==> config.mk <==
export PLATFORM = sky130hd
export DESIGN_NAME = vsf_forward_ctrl
export DESIGN_NICKNAME = d
export VERILOG_FILES = /design/src/rtl/vsf_pkg.sv /design/src/rtl/vsf_fifo.sv /design/src/rtl/vsf_forward_ctrl.sv
export SDC_FILE = /design/constraint.sdc
export NUM_CORES = 1
export LEC_CHECK = 0
export BUFFER_PORTS_ARGS = -buffer_cell sky130_fd_sc_hd__buf_2
export CAP_MARGIN = 25
export CORE_UTILIZATION = 26
export CTS_BUF_LIST = sky130_fd_sc_hd__clkbuf_16
export DETAILED_ROUTE_END_ITERATION = 6
export PLACE_DENSITY = 0.36
export SLEW_MARGIN = 20
export SYNTH_ARGS = -nofsm -noshare
export SYNTH_HDL_FRONTEND = slang
export SYNTH_SLANG_ARGS = --single-unit
==> constraint.sdc <==
create_clock -name clock -period 8 [get_ports clock]
set_clock_uncertainty 0.2 [all_clocks]
set_input_delay 0.8 -clock clock [delete_from_list [all_inputs] [get_ports clock]]
set_output_delay 0.8 -clock clock [all_outputs]
set_load 0.05 [all_outputs]
==> src/rtl/vsf_pkg.sv <==
// package for the video stream forwarding controller
// assumes one device clock and a byte-wide register port
package vsf_pkg;
   // ==========================================
   // register offsets
   localparam logic [7:0] VSF_FWD_OFF_ADDR  = 8'h20;
   localparam logic [7:0] VSF_CTRL_ADDR     = 8'h21;
   localparam logic [7:0] VSF_STATUS_ADDR   = 8'h22;
   // ==========================================
   // field positions
   localparam int VSF_PORT_A_OFF_BIT = 4;
   localparam int VSF_PORT_B_OFF_BIT = 5;
   localparam int VSF_DUP_BIT        = 7;
   localparam int VSF_SWR_BIT        = 6;
   localparam int VSF_MODE_LO        = 2;
   localparam int VSF_ROT_BIT        = 0;
   localparam int VSF_LOST_BIT       = 2;
   localparam int VSF_OK_BIT         = 0;
   // ==========================================
   // reset values
   localparam logic [7:0] VSF_FWD_OFF_RST = 8'h30;
   localparam logic [7:0] VSF_CTRL_RST    = 8'h01;
   // ==========================================
   // lockstep modes
   localparam logic [1:0] VSF_MODE_OFF    = 2'h0;
   localparam logic [1:0] VSF_MODE_BASIC  = 2'h1;
   localparam logic [1:0] VSF_MODE_ILEAVE = 2'h2;
   localparam logic [1:0] VSF_MODE_CONCAT = 2'h3;
   // ==========================================
   // lockstep watchdog: lines must pair up within this many cycles
   localparam int VSF_SKEW_NS     = 20000;
   localparam int VSF_CLK_MHZ     = 200;
   localparam int VSF_SKEW_CYCLES = (VSF_SKEW_NS * VSF_CLK_MHZ) / 1000;
endpackage : vsf_pkg

==> src/rtl/vsf_fifo.sv <==
// synchronous fifo with valid/ready on both sides
// assumes one clock, synchronous active-high reset
`timescale 1ns/1ps
module vsf_fifo #(
   parameter int WIDTH = 34,
   parameter int DEPTH = 32
) (
   input  wire logic             clock,
   input  wire logic             sys_rst,
   input  wire logic [WIDTH-1:0] in_data,
   input  wire logic             in_valid,
   output logic                  in_ready,
   output logic      [WIDTH-1:0] out_data,
   output logic                  out_valid,
   input  wire logic             out_ready
);
   localparam int AW = $clog2(DEPTH);
   logic [WIDTH-1:0] mem_q [DEPTH];
   logic [AW-1:0]    wr_q;
   logic [AW-1:0]    rd_q;
   logic [AW:0]      cnt_q;
   logic             push;
   logic             pop;
   // ==========================================
   // handshakes
   assign in_ready  = (cnt_q != AW'(0) + (AW+1)'(DEPTH));
   assign out_valid = (cnt_q != '0);
   assign push      = in_valid && in_ready;
   assign pop       = out_valid && out_ready;
   assign out_data  = mem_q[rd_q];
   // storage, registered entries
   always_ff @(posedge clock)
   begin
      if (push)
      begin
         mem_q[wr_q] <= in_data;
      end
   end
   // pointers and fill count
   always_ff @(posedge clock)
   begin
      if (sys_rst)
      begin
         wr_q  <= '0;
         rd_q  <= '0;
         cnt_q <= '0;
      end
      else
      begin
         if (push)
         begin
            wr_q <= (wr_q == AW'(DEPTH-1)) ? '0 : wr_q + AW'(1);
         end
         if (pop)
         begin
            rd_q <= (rd_q == AW'(DEPTH-1)) ? '0 : rd_q + AW'(1);
         end
         cnt_q <= cnt_q + (AW+1)'(push) - (AW+1)'(pop);
      end
   end
endmodule : vsf_fifo

==> src/rtl/vsf_forward_ctrl.sv <==
// forwarding engine: two receive line streams onto one csi output pair
// assumes line buffers upstream present whole words with sol/eol marks
// What this block does
// - duplicate bit set: second output carries exactly the stream of output 0
// - lockstep: hold a line until every enabled port has one ready
// - send-when-ready: forward each port's line as soon as it is ready
// - send-when-ready ignored in concatenation, never touches short packets
// - mode field 00 off, 01 basic, 10 interleave, 11 concatenate, reset zero
// - rotating forwarding (reset on) serves ready sources in turn, no sync
// - lost flag only set after one full lockstep frame was sent
// - reading status returns lost flag then clears it
// - ok bit high while lockstep delivery from all enabled ports works
// - ok bit reads zero when lockstep forwarding is off
// - per-port forward-off bits, reset one; port enabled only when zero
//
// Local design decision: the address-and-strobe port.
`timescale 1ns/1ps
module vsf_forward_ctrl #(
   parameter int DW          = 32,
   parameter int FIFO_DEPTH  = 32,
   parameter int SKEW_CYCLES = vsf_pkg::VSF_SKEW_CYCLES
) (
   input  wire logic          clock,
   input  wire logic          sys_rst,
   input  wire logic [7:0]    reg_addr,
   input  wire logic [7:0]    reg_wdata,
   input  wire logic          reg_wr,
   input  wire logic          reg_rd,
   output logic      [7:0]    reg_rdata,
   input  wire logic [DW-1:0] a_data,
   input  wire logic          a_sol,
   input  wire logic          a_eol,
   input  wire logic          a_short,
   input  wire logic          a_fend,
   input  wire logic          a_valid,
   output logic               a_ready,
   input  wire logic [DW-1:0] b_data,
   input  wire logic          b_sol,
   input  wire logic          b_eol,
   input  wire logic          b_short,
   input  wire logic          b_fend,
   input  wire logic          b_valid,
   output logic               b_ready,
   output logic      [DW-1:0] tx0_data,
   output logic               tx0_eol,
   output logic               tx0_short,
   output logic               tx0_valid,
   output logic      [DW-1:0] tx1_data,
   output logic               tx1_eol,
   output logic               tx1_short,
   output logic               tx1_valid,
   input  wire logic          tx_ready
);
   typedef enum logic [3:0] {
      VSF_IDLE  = 4'b0001,
      VSF_SEL   = 4'b0010,
      VSF_SEND  = 4'b0100,
      VSF_WAIT  = 4'b1000
   } vsf_state_t;
   localparam int FW = DW + 2;
   localparam int CW = $clog2(SKEW_CYCLES + 1);
   logic [7:0]    fwd_off_q;
   logic [7:0]    ctrl_q;
   logic          lost_q;
   logic          ok_q;
   logic          frame_done_q;
   logic [CW-1:0] skew_q;
   vsf_state_t    st_q;
   logic          cur_q;        // port being sent: 0 = a, 1 = b
   logic          pend_q;       // concatenation: second port still due
   logic          last_q;       // rotating pointer: last served port
   logic [1:0]    owed_q;       // lockstep: ports still due in this round
   logic [1:0]    en;
   logic [1:0]    mode;
   logic          lockstep;
   logic          swr_eff;
   logic [1:0]    head_sol;
   logic [1:0]    head_short;
   logic          all_ready;
   logic          pick;
   logic          can_go;
   logic          beat;
   logic          beat_eol;
   logic [DW-1:0] o_data;
   logic          o_eol;
   logic          o_short;
   logic          o_valid;
   logic          f_ready;
   logic [FW-1:0] f_out;
   logic          f_ovalid;
   // ==========================================
   // decoded controls
   assign en       = ~{fwd_off_q[vsf_pkg::VSF_PORT_B_OFF_BIT],
                       fwd_off_q[vsf_pkg::VSF_PORT_A_OFF_BIT]};
   assign mode     = ctrl_q[vsf_pkg::VSF_MODE_LO +: 2];
   assign lockstep = (mode != vsf_pkg::VSF_MODE_OFF);
   // concatenation always waits for both lines
   assign swr_eff  = ctrl_q[vsf_pkg::VSF_SWR_BIT]
                     && (mode != vsf_pkg::VSF_MODE_CONCAT);
   assign head_sol   = {b_valid && b_sol, a_valid && a_sol};
   assign head_short = {b_valid && b_short, a_valid && a_short};
   // lockstep gate: every enabled port has a line head waiting
   assign all_ready  = ((head_sol[0] || !en[0]) && (head_sol[1] || !en[1])) && (en != 2'h0);
   // ==========================================
   // source selection, rotating when both are eligible; concatenation always picks port a first
   always_comb
   begin
      logic [1:0] elig;
      elig = {b_valid, a_valid} & en;
      if (lockstep)
      begin
         // sync packets always pair up; lines pair unless send-when-ready
         elig = elig & ((all_ready ? 2'h3 : owed_q)
                        | (swr_eff ? ~head_short : 2'h0));
      end
      if (elig == 2'h3)
      begin
         pick = (mode == vsf_pkg::VSF_MODE_CONCAT) ? 1'b0 : ~last_q;
      end
      else
      begin
         pick = elig[1];
      end
      can_go = (elig != 2'h0);
   end
   // ==========================================
   // forwarding state machine
   always_ff @(posedge clock)
   begin
      if (sys_rst)
      begin
         st_q   <= VSF_IDLE;
         cur_q  <= 1'b0;
         pend_q <= 1'b0;
         last_q <= 1'b1;
      end
      else
      begin
         case (st_q)
            VSF_IDLE:
            begin
               st_q <= VSF_SEL;
            end
            VSF_SEL:
            begin
               if (can_go)
               begin
                  cur_q  <= pick;
                  last_q <= pick;
                  // concatenation: both lines join one long packet
                  pend_q <= (mode == vsf_pkg::VSF_MODE_CONCAT) && (en == 2'h3)
                            && !head_short[pick];
                  st_q   <= VSF_SEND;
               end
            end
            VSF_SEND:
            begin
               if (beat && beat_eol)
               begin
                  if (pend_q)
                  begin
                     cur_q  <= ~cur_q;
                     pend_q <= 1'b0;
                  end
                  else
                  begin
                     st_q <= VSF_WAIT;
                  end
               end
            end
            VSF_WAIT:
            begin
               st_q <= VSF_SEL;                 // two idle beats between packets, this one and VSF_SEL
            end
            default:
            begin
               st_q <= VSF_IDLE;
            end
         endcase
      end
   end
   // ==========================================
   // datapath into the output fifo; back-pressure stalls the source
   assign beat     = (st_q == VSF_SEND) && f_ready && (cur_q ? b_valid : a_valid);
   assign beat_eol = cur_q ? b_eol : a_eol;
   assign a_ready  = (st_q == VSF_SEND) && !cur_q && f_ready;
   assign b_ready  = (st_q == VSF_SEND) && cur_q && f_ready;
   assign o_data   = cur_q ? b_data : a_data;
   // first line's end is hidden while the second is still to follow
   assign o_eol    = beat_eol && !pend_q;
   assign o_short  = cur_q ? b_short : a_short;
   assign o_valid  = beat;
   vsf_fifo #(
      .WIDTH (FW),
      .DEPTH (FIFO_DEPTH)
   ) u_fifo (
      .clock     (clock),
      .sys_rst   (sys_rst),
      .in_data   ({o_short, o_eol, o_data}),
      .in_valid  (o_valid),
      .in_ready  (f_ready),
      .out_data  (f_out),
      .out_valid (f_ovalid),
      .out_ready (tx_ready)
   );
   // ==========================================
   // output 0 and its replica, registered from the fifo head
   always_ff @(posedge clock)
   begin
      if (sys_rst)
      begin
         tx0_data  <= '0;
         tx0_eol   <= 1'b0;
         tx0_short <= 1'b0;
         tx0_valid <= 1'b0;
         tx1_data  <= '0;
         tx1_eol   <= 1'b0;
         tx1_short <= 1'b0;
         tx1_valid <= 1'b0;
      end
      else
      begin
         tx0_data  <= f_out[DW-1:0];
         tx0_eol   <= f_out[DW];
         tx0_short <= f_out[DW+1];
         tx0_valid <= f_ovalid && tx_ready;
         // replica only while duplication is on, else held quiet
         tx1_data  <= ctrl_q[vsf_pkg::VSF_DUP_BIT] ? f_out[DW-1:0] : '0;
         tx1_eol   <= ctrl_q[vsf_pkg::VSF_DUP_BIT] && f_out[DW];
         tx1_short <= ctrl_q[vsf_pkg::VSF_DUP_BIT] && f_out[DW+1];
         tx1_valid <= ctrl_q[vsf_pkg::VSF_DUP_BIT] && f_ovalid && tx_ready;
      end
   end
   // ==========================================
   // lockstep supervision: a port line waiting too long means lost sync
   always_ff @(posedge clock)
   begin
      if (sys_rst || !lockstep)
      begin
         skew_q       <= '0;
         ok_q         <= 1'b0;
         frame_done_q <= 1'b0;
         owed_q       <= 2'h0;
      end
      else
      begin
         // a paired round lets the other port follow alone, else the last line hangs
         if ((st_q == VSF_SEL) && can_go && (!swr_eff || head_short[pick]))
         begin
            owed_q <= (all_ready && (head_short[pick] || mode != vsf_pkg::VSF_MODE_CONCAT))
                      ? (en & ~{pick, !pick}) : (owed_q & ~{pick, !pick});
         end
         if ((head_sol != 2'h0) && !all_ready && (st_q == VSF_SEL))
         begin
            skew_q <= (skew_q == CW'(SKEW_CYCLES)) ? skew_q : skew_q + CW'(1);
         end
         else
         begin
            skew_q <= '0;
         end
         // ok once lines pair up, dropped when the skew runs out
         if (all_ready)
         begin
            ok_q <= 1'b1;
         end
         else if (skew_q == CW'(SKEW_CYCLES) || en == 2'h0)
         begin
            ok_q <= 1'b0;
         end
         if (ok_q && beat && o_short && (cur_q ? b_fend : a_fend))
         begin
            frame_done_q <= 1'b1;
         end
      end
   end
   // ==========================================
   // register writes
   always_ff @(posedge clock)
   begin
      if (sys_rst)
      begin
         fwd_off_q <= vsf_pkg::VSF_FWD_OFF_RST;
         ctrl_q    <= vsf_pkg::VSF_CTRL_RST;
      end
      else if (reg_wr)
      begin
         if (reg_addr == vsf_pkg::VSF_FWD_OFF_ADDR)
         begin
            fwd_off_q <= reg_wdata & 8'hf0;   // low nibble reserved, reads zero
         end
         if (reg_addr == vsf_pkg::VSF_CTRL_ADDR)
         begin
            ctrl_q <= reg_wdata & 8'hcf;      // bits 5:4 reserved, read-only
         end
      end
   end
   // lost flag: a failure event beats the clear from a read
   always_ff @(posedge clock)
   begin
      if (sys_rst)
      begin
         lost_q <= 1'b0;
      end
      else if (lockstep && frame_done_q && ok_q && skew_q == CW'(SKEW_CYCLES))
      begin
         lost_q <= 1'b1;
      end
      else if (reg_rd && reg_addr == vsf_pkg::VSF_STATUS_ADDR)
      begin
         lost_q <= 1'b0;
      end
   end
   // read data, one cycle after the strobe; unmapped reads zero
   always_ff @(posedge clock)
   begin
      if (sys_rst)
      begin
         reg_rdata <= '0;
      end
      else if (reg_rd)
      begin
         case (reg_addr)
            vsf_pkg::VSF_FWD_OFF_ADDR: reg_rdata <= fwd_off_q;
            vsf_pkg::VSF_CTRL_ADDR:    reg_rdata <= ctrl_q;
            vsf_pkg::VSF_STATUS_ADDR:  reg_rdata <= {5'h0, lost_q, 1'b0, ok_q};
            default:                   reg_rdata <= '0;
         endcase
      end
      else
      begin
         reg_rdata <= '0;
      end
   end
endmodule : vsf_forward_ctrl

==> results.json <==
{
  "status": "finished clean",
  "yosys.cell_types.count": 59,
  "place.gp.congestion": 0.768,
  "dr.pass1.iters": 5,
  "crit_type": "register to register",
  "cts_sinks": 1221,
  "syn_nets": 2241,
  "fin_hold_ws_ps": 72.1,
  "slowest_delay_ps": 710,
  "end_kind": "register",
  "dpl_cell_area_mm2": 0.0506,
  "synthArstFlopShare": 0,
  "drv_slew": 0,
  "post_cts_buffers": 0,
  "port_buffers": 174,
  "cts_buffers": 146,
  "ir_drop_v": 0.000162,
  "layout.cells.non_filler": 4858,
  "die_h_um": 425,
  "synth-edff-count": 1088,
  "muxShareOfSynthArea": 0.183,
  "synth_xor_xnor_area_share": 0.00283,
  "synth_compound_gate_area_share": 0.00947,
  "synthAdderAreaFrac": 0.00527,
  "nets": 2510,
  "p_total_mw": 15.4,
  "worstPathMaxFanout": 21,
  "tightest_slew_ps": 1040,
  "drt_iter0_markers": 1958,
  "setup_tns_ps": 0,
  "min_period_ps": 4210,
  "synth-seq-cells": 1221,
  "maxCapViolCount": 0,
  "path_common_cell": "nand2_1",
  "drt-total-wl_mm": 132,
  "yosysWarnings": 0,
  "coreArea_mm2": 0.177,
  "post-place-ws_ps": 3520,
  "antenna_found_initial": 17,
  "die_area_mm2": 0.181,
  "start_kind": "register",
  "track_usage": 0.147,
  "seqPwrFrac": 0.460,
  "avgSynthCellArea_um2": 21.9,
  "crit_arrival_ps": 4450,
  "cp_slowest_cell": "nor2_4",
  "syn_inst": 2127,
  "p_per_area_mw_per_mm2": 278,
  "grt_max_degree": 89,
  "drive_above_1_share": 0.337,
  "fin_util": 0.313,
  "worstPathRequired_ps": 8240,
  "grt_first_pass_wirelength_mm": 185,
  "crit_chain": "or4b_1, a21oi_1, nand2_1, inv_1, nand2_1, nor2_4, buf_4",
  "setup_viol": 0,
  "vias_per_cell": 4.58,
  "cp_num_buf_inv": 2,
  "vias": 22231,
  "fin_crit_sh": 0.526,
  "root_buffer": "clkbuf_16",
  "synth_top_family_by_area": "multiplexers",
  "layout_setup_ws_ps": 3790,
  "switchingPower_mw": 3.86,
  "synth_top_flop_cell": "edfxtp_1",
  "synth_top_cell_area_share": 0.703,
  "area_growth_pct": 18.9,
  "relSlewSlack": 0.305,
  "fin_area_mm2": 0.0553,
  "crit_family": "simple AND/OR/NAND/NOR gates",
  "grt_setup_unrepaired": "no",
  "clock_latency_ps": 790,
  "hold_viol_final": 0,
  "yosysTopAreaCell": "edfxtp_1",
  "cts_tree": "done",
  "gr-total-overflow": 0,
  "internal_power_mw": 11.5,
  "cts_max_level": 4,
  "grt_pass1_vias": 23244,
  "pwr-share-comb": 0.123,
  "syn-cell-area_mm2": 0.0465,
  "io-pin-count": 175,
  "dp.cells": 4585,
  "cts_resized": 0,
  "dpl.hpwl_mm": 81.5,
  "hold_class": "input port to register",
  "ant_nets": 0,
  "clockBufferDepth": 3,
  "placement_rows": 154,
  "synth-seq-area-share": 0.760,
  "switching_share": 0.251,
  "drc": 0,
  "clock.fmax_mhz": 238,
  "clk_pin_slew_ps": 60,
  "clkPwrFrac": 0.417,
  "wl_per_cell_um": 27.1,
  "synthSimpleGateAreaFrac": 0.0267,
  "synth.top_cells.by_area": "edfxtp_1, mux4_2, dfxtp_1, mux2i_1, nor2_1",
  "p_leak_nw": 17.2,
  "initial_core_util": 0.263,
  "die_x_um": 425
}
==> final timing paths <==
kind | depth (start not counted) | slack [ps] | start | to
worst max-delay path | 7 | 3790 | st_q[3] | u_fifo.mem_q[3][2]
worst min register to register | 2 | 270 | frame_done_q | lost_q
worst max register to register | 7 | 3790 | st_q[3] | u_fifo.mem_q[3][2]
worst min-delay path | 3 | 70 | reg_wdata[2] | ctrl_q[2]
==> cells in the mapped netlist, types with 3 or more instances <==
cell         n
o21ai_0     12
nor2_1     114
and2_1      36
nor3_1      16
o211ai_1     4
a22oi_1      3
inv_1       24
mux2i_1     46
a211o_1      4
and3_1       9
xor2_1       8
buf_2       26
buf_1       15
xnor2_1      7
a21oi_1     23
nand2_1     24
nand3_1     16
mux4_2     340
edfxtp_1  1088
nand2b_1     4
a31oi_1      3
nor2b_1      8
or2_2        3
nand3b_1     6
clkbuf_1    54
buf_6        8
dfxtp_1    133
ha_1        18
or3_1        3
mux2_2      36
==> sequential cells by signal, indices dropped and copies added (netlist names), 2 cells and up, named ones only <==
| register | cells |
|---|---|
| u_fifo.cnt_q | 6 |
| u_fifo.rd_q | 5 |
| fwd_off_q | 4 |
| reg_rdata | 8 |
| ctrl_q | 6 |
| tx0_data | 32 |
| st_q | 4 |
| skew_q | 12 |
| u_fifo.mem_q | 1088 |
| owed_q | 2 |
| u_fifo.wr_q | 5 |
| tx1_data | 32 |
==> tightest hold or removal path, cell delays in order <==
cell     delay [ps]
buf_2            90
mux2i_1          60
nor2_1           80
==> power by group through the flow <==
stage               clock network, mW  logic, mW  registers [mW]
global placement                    0       1.96            7.20
CTS                              6.64       1.97            7.07
finish                           6.40       1.90            7.06
detailed placement                  0       1.96            7.20
floorplan                           0       1.21            7.23
global route                     6.85       2.04            7.07
==> cell families after synthesis <==
group,after synthesis
simple gates,254
xor+xnor,15
compound gates,67
fa+ha+maj,19
mux,422
buf+inv,129
flops,1221
==> final cells by class <==
cell class                      count  area (um^2)
Clock inverter                    118          943
Fill cell                       16929       122000
Timing Repair Buffer              226         1440
Tap cell                         2340         2930
Antenna cell                        4         10.0
Multi-Input combinational cell    777        10800
Clock buffer                      148         3700
Sequential cell                  1221        35400
Inverter                           24         90.1
==> repair_timing <==
action / in CTS / in global routing
hold endpoints to repair: 3 / 0
hold buffers: 3 / 0
setup endpoints to repair: 0 / 0
==> layout by cell type (no fill, tap or decap), drive strengths merged, types with 6 or more instances in the layout <==
master,n
a21oi,23
edfxtp,1088
and2,36
clkinv,60
ha,18
nand3,16
mux4,340
nand2,24
mux2i,46
o21ai,13
bufinv,10
dfxtp,133
mux2,36
nand3b,6
nor3,16
buf,223
inv,70
nor2,114
clkbuf,148
xor2,8
xnor2,7
nor2b,8
and3,9
==> per-layer routing <==
| metal | track usage | share of wire | vias to the layer above |
|---|---|---|---|
| met1 | 0.213 | 0.47 | 12082 |
| met3 | 0.0265 | 0.050 | 136 |
| li1 | - | - | 9393 |
| met2 | 0.226 | 0.46 | 620 |
| met4 | 0.0358 | 0.016 | 0 |
| met5 | 0 | 0 | - |
No activity file was read; power rests on OpenSTA's default activity.
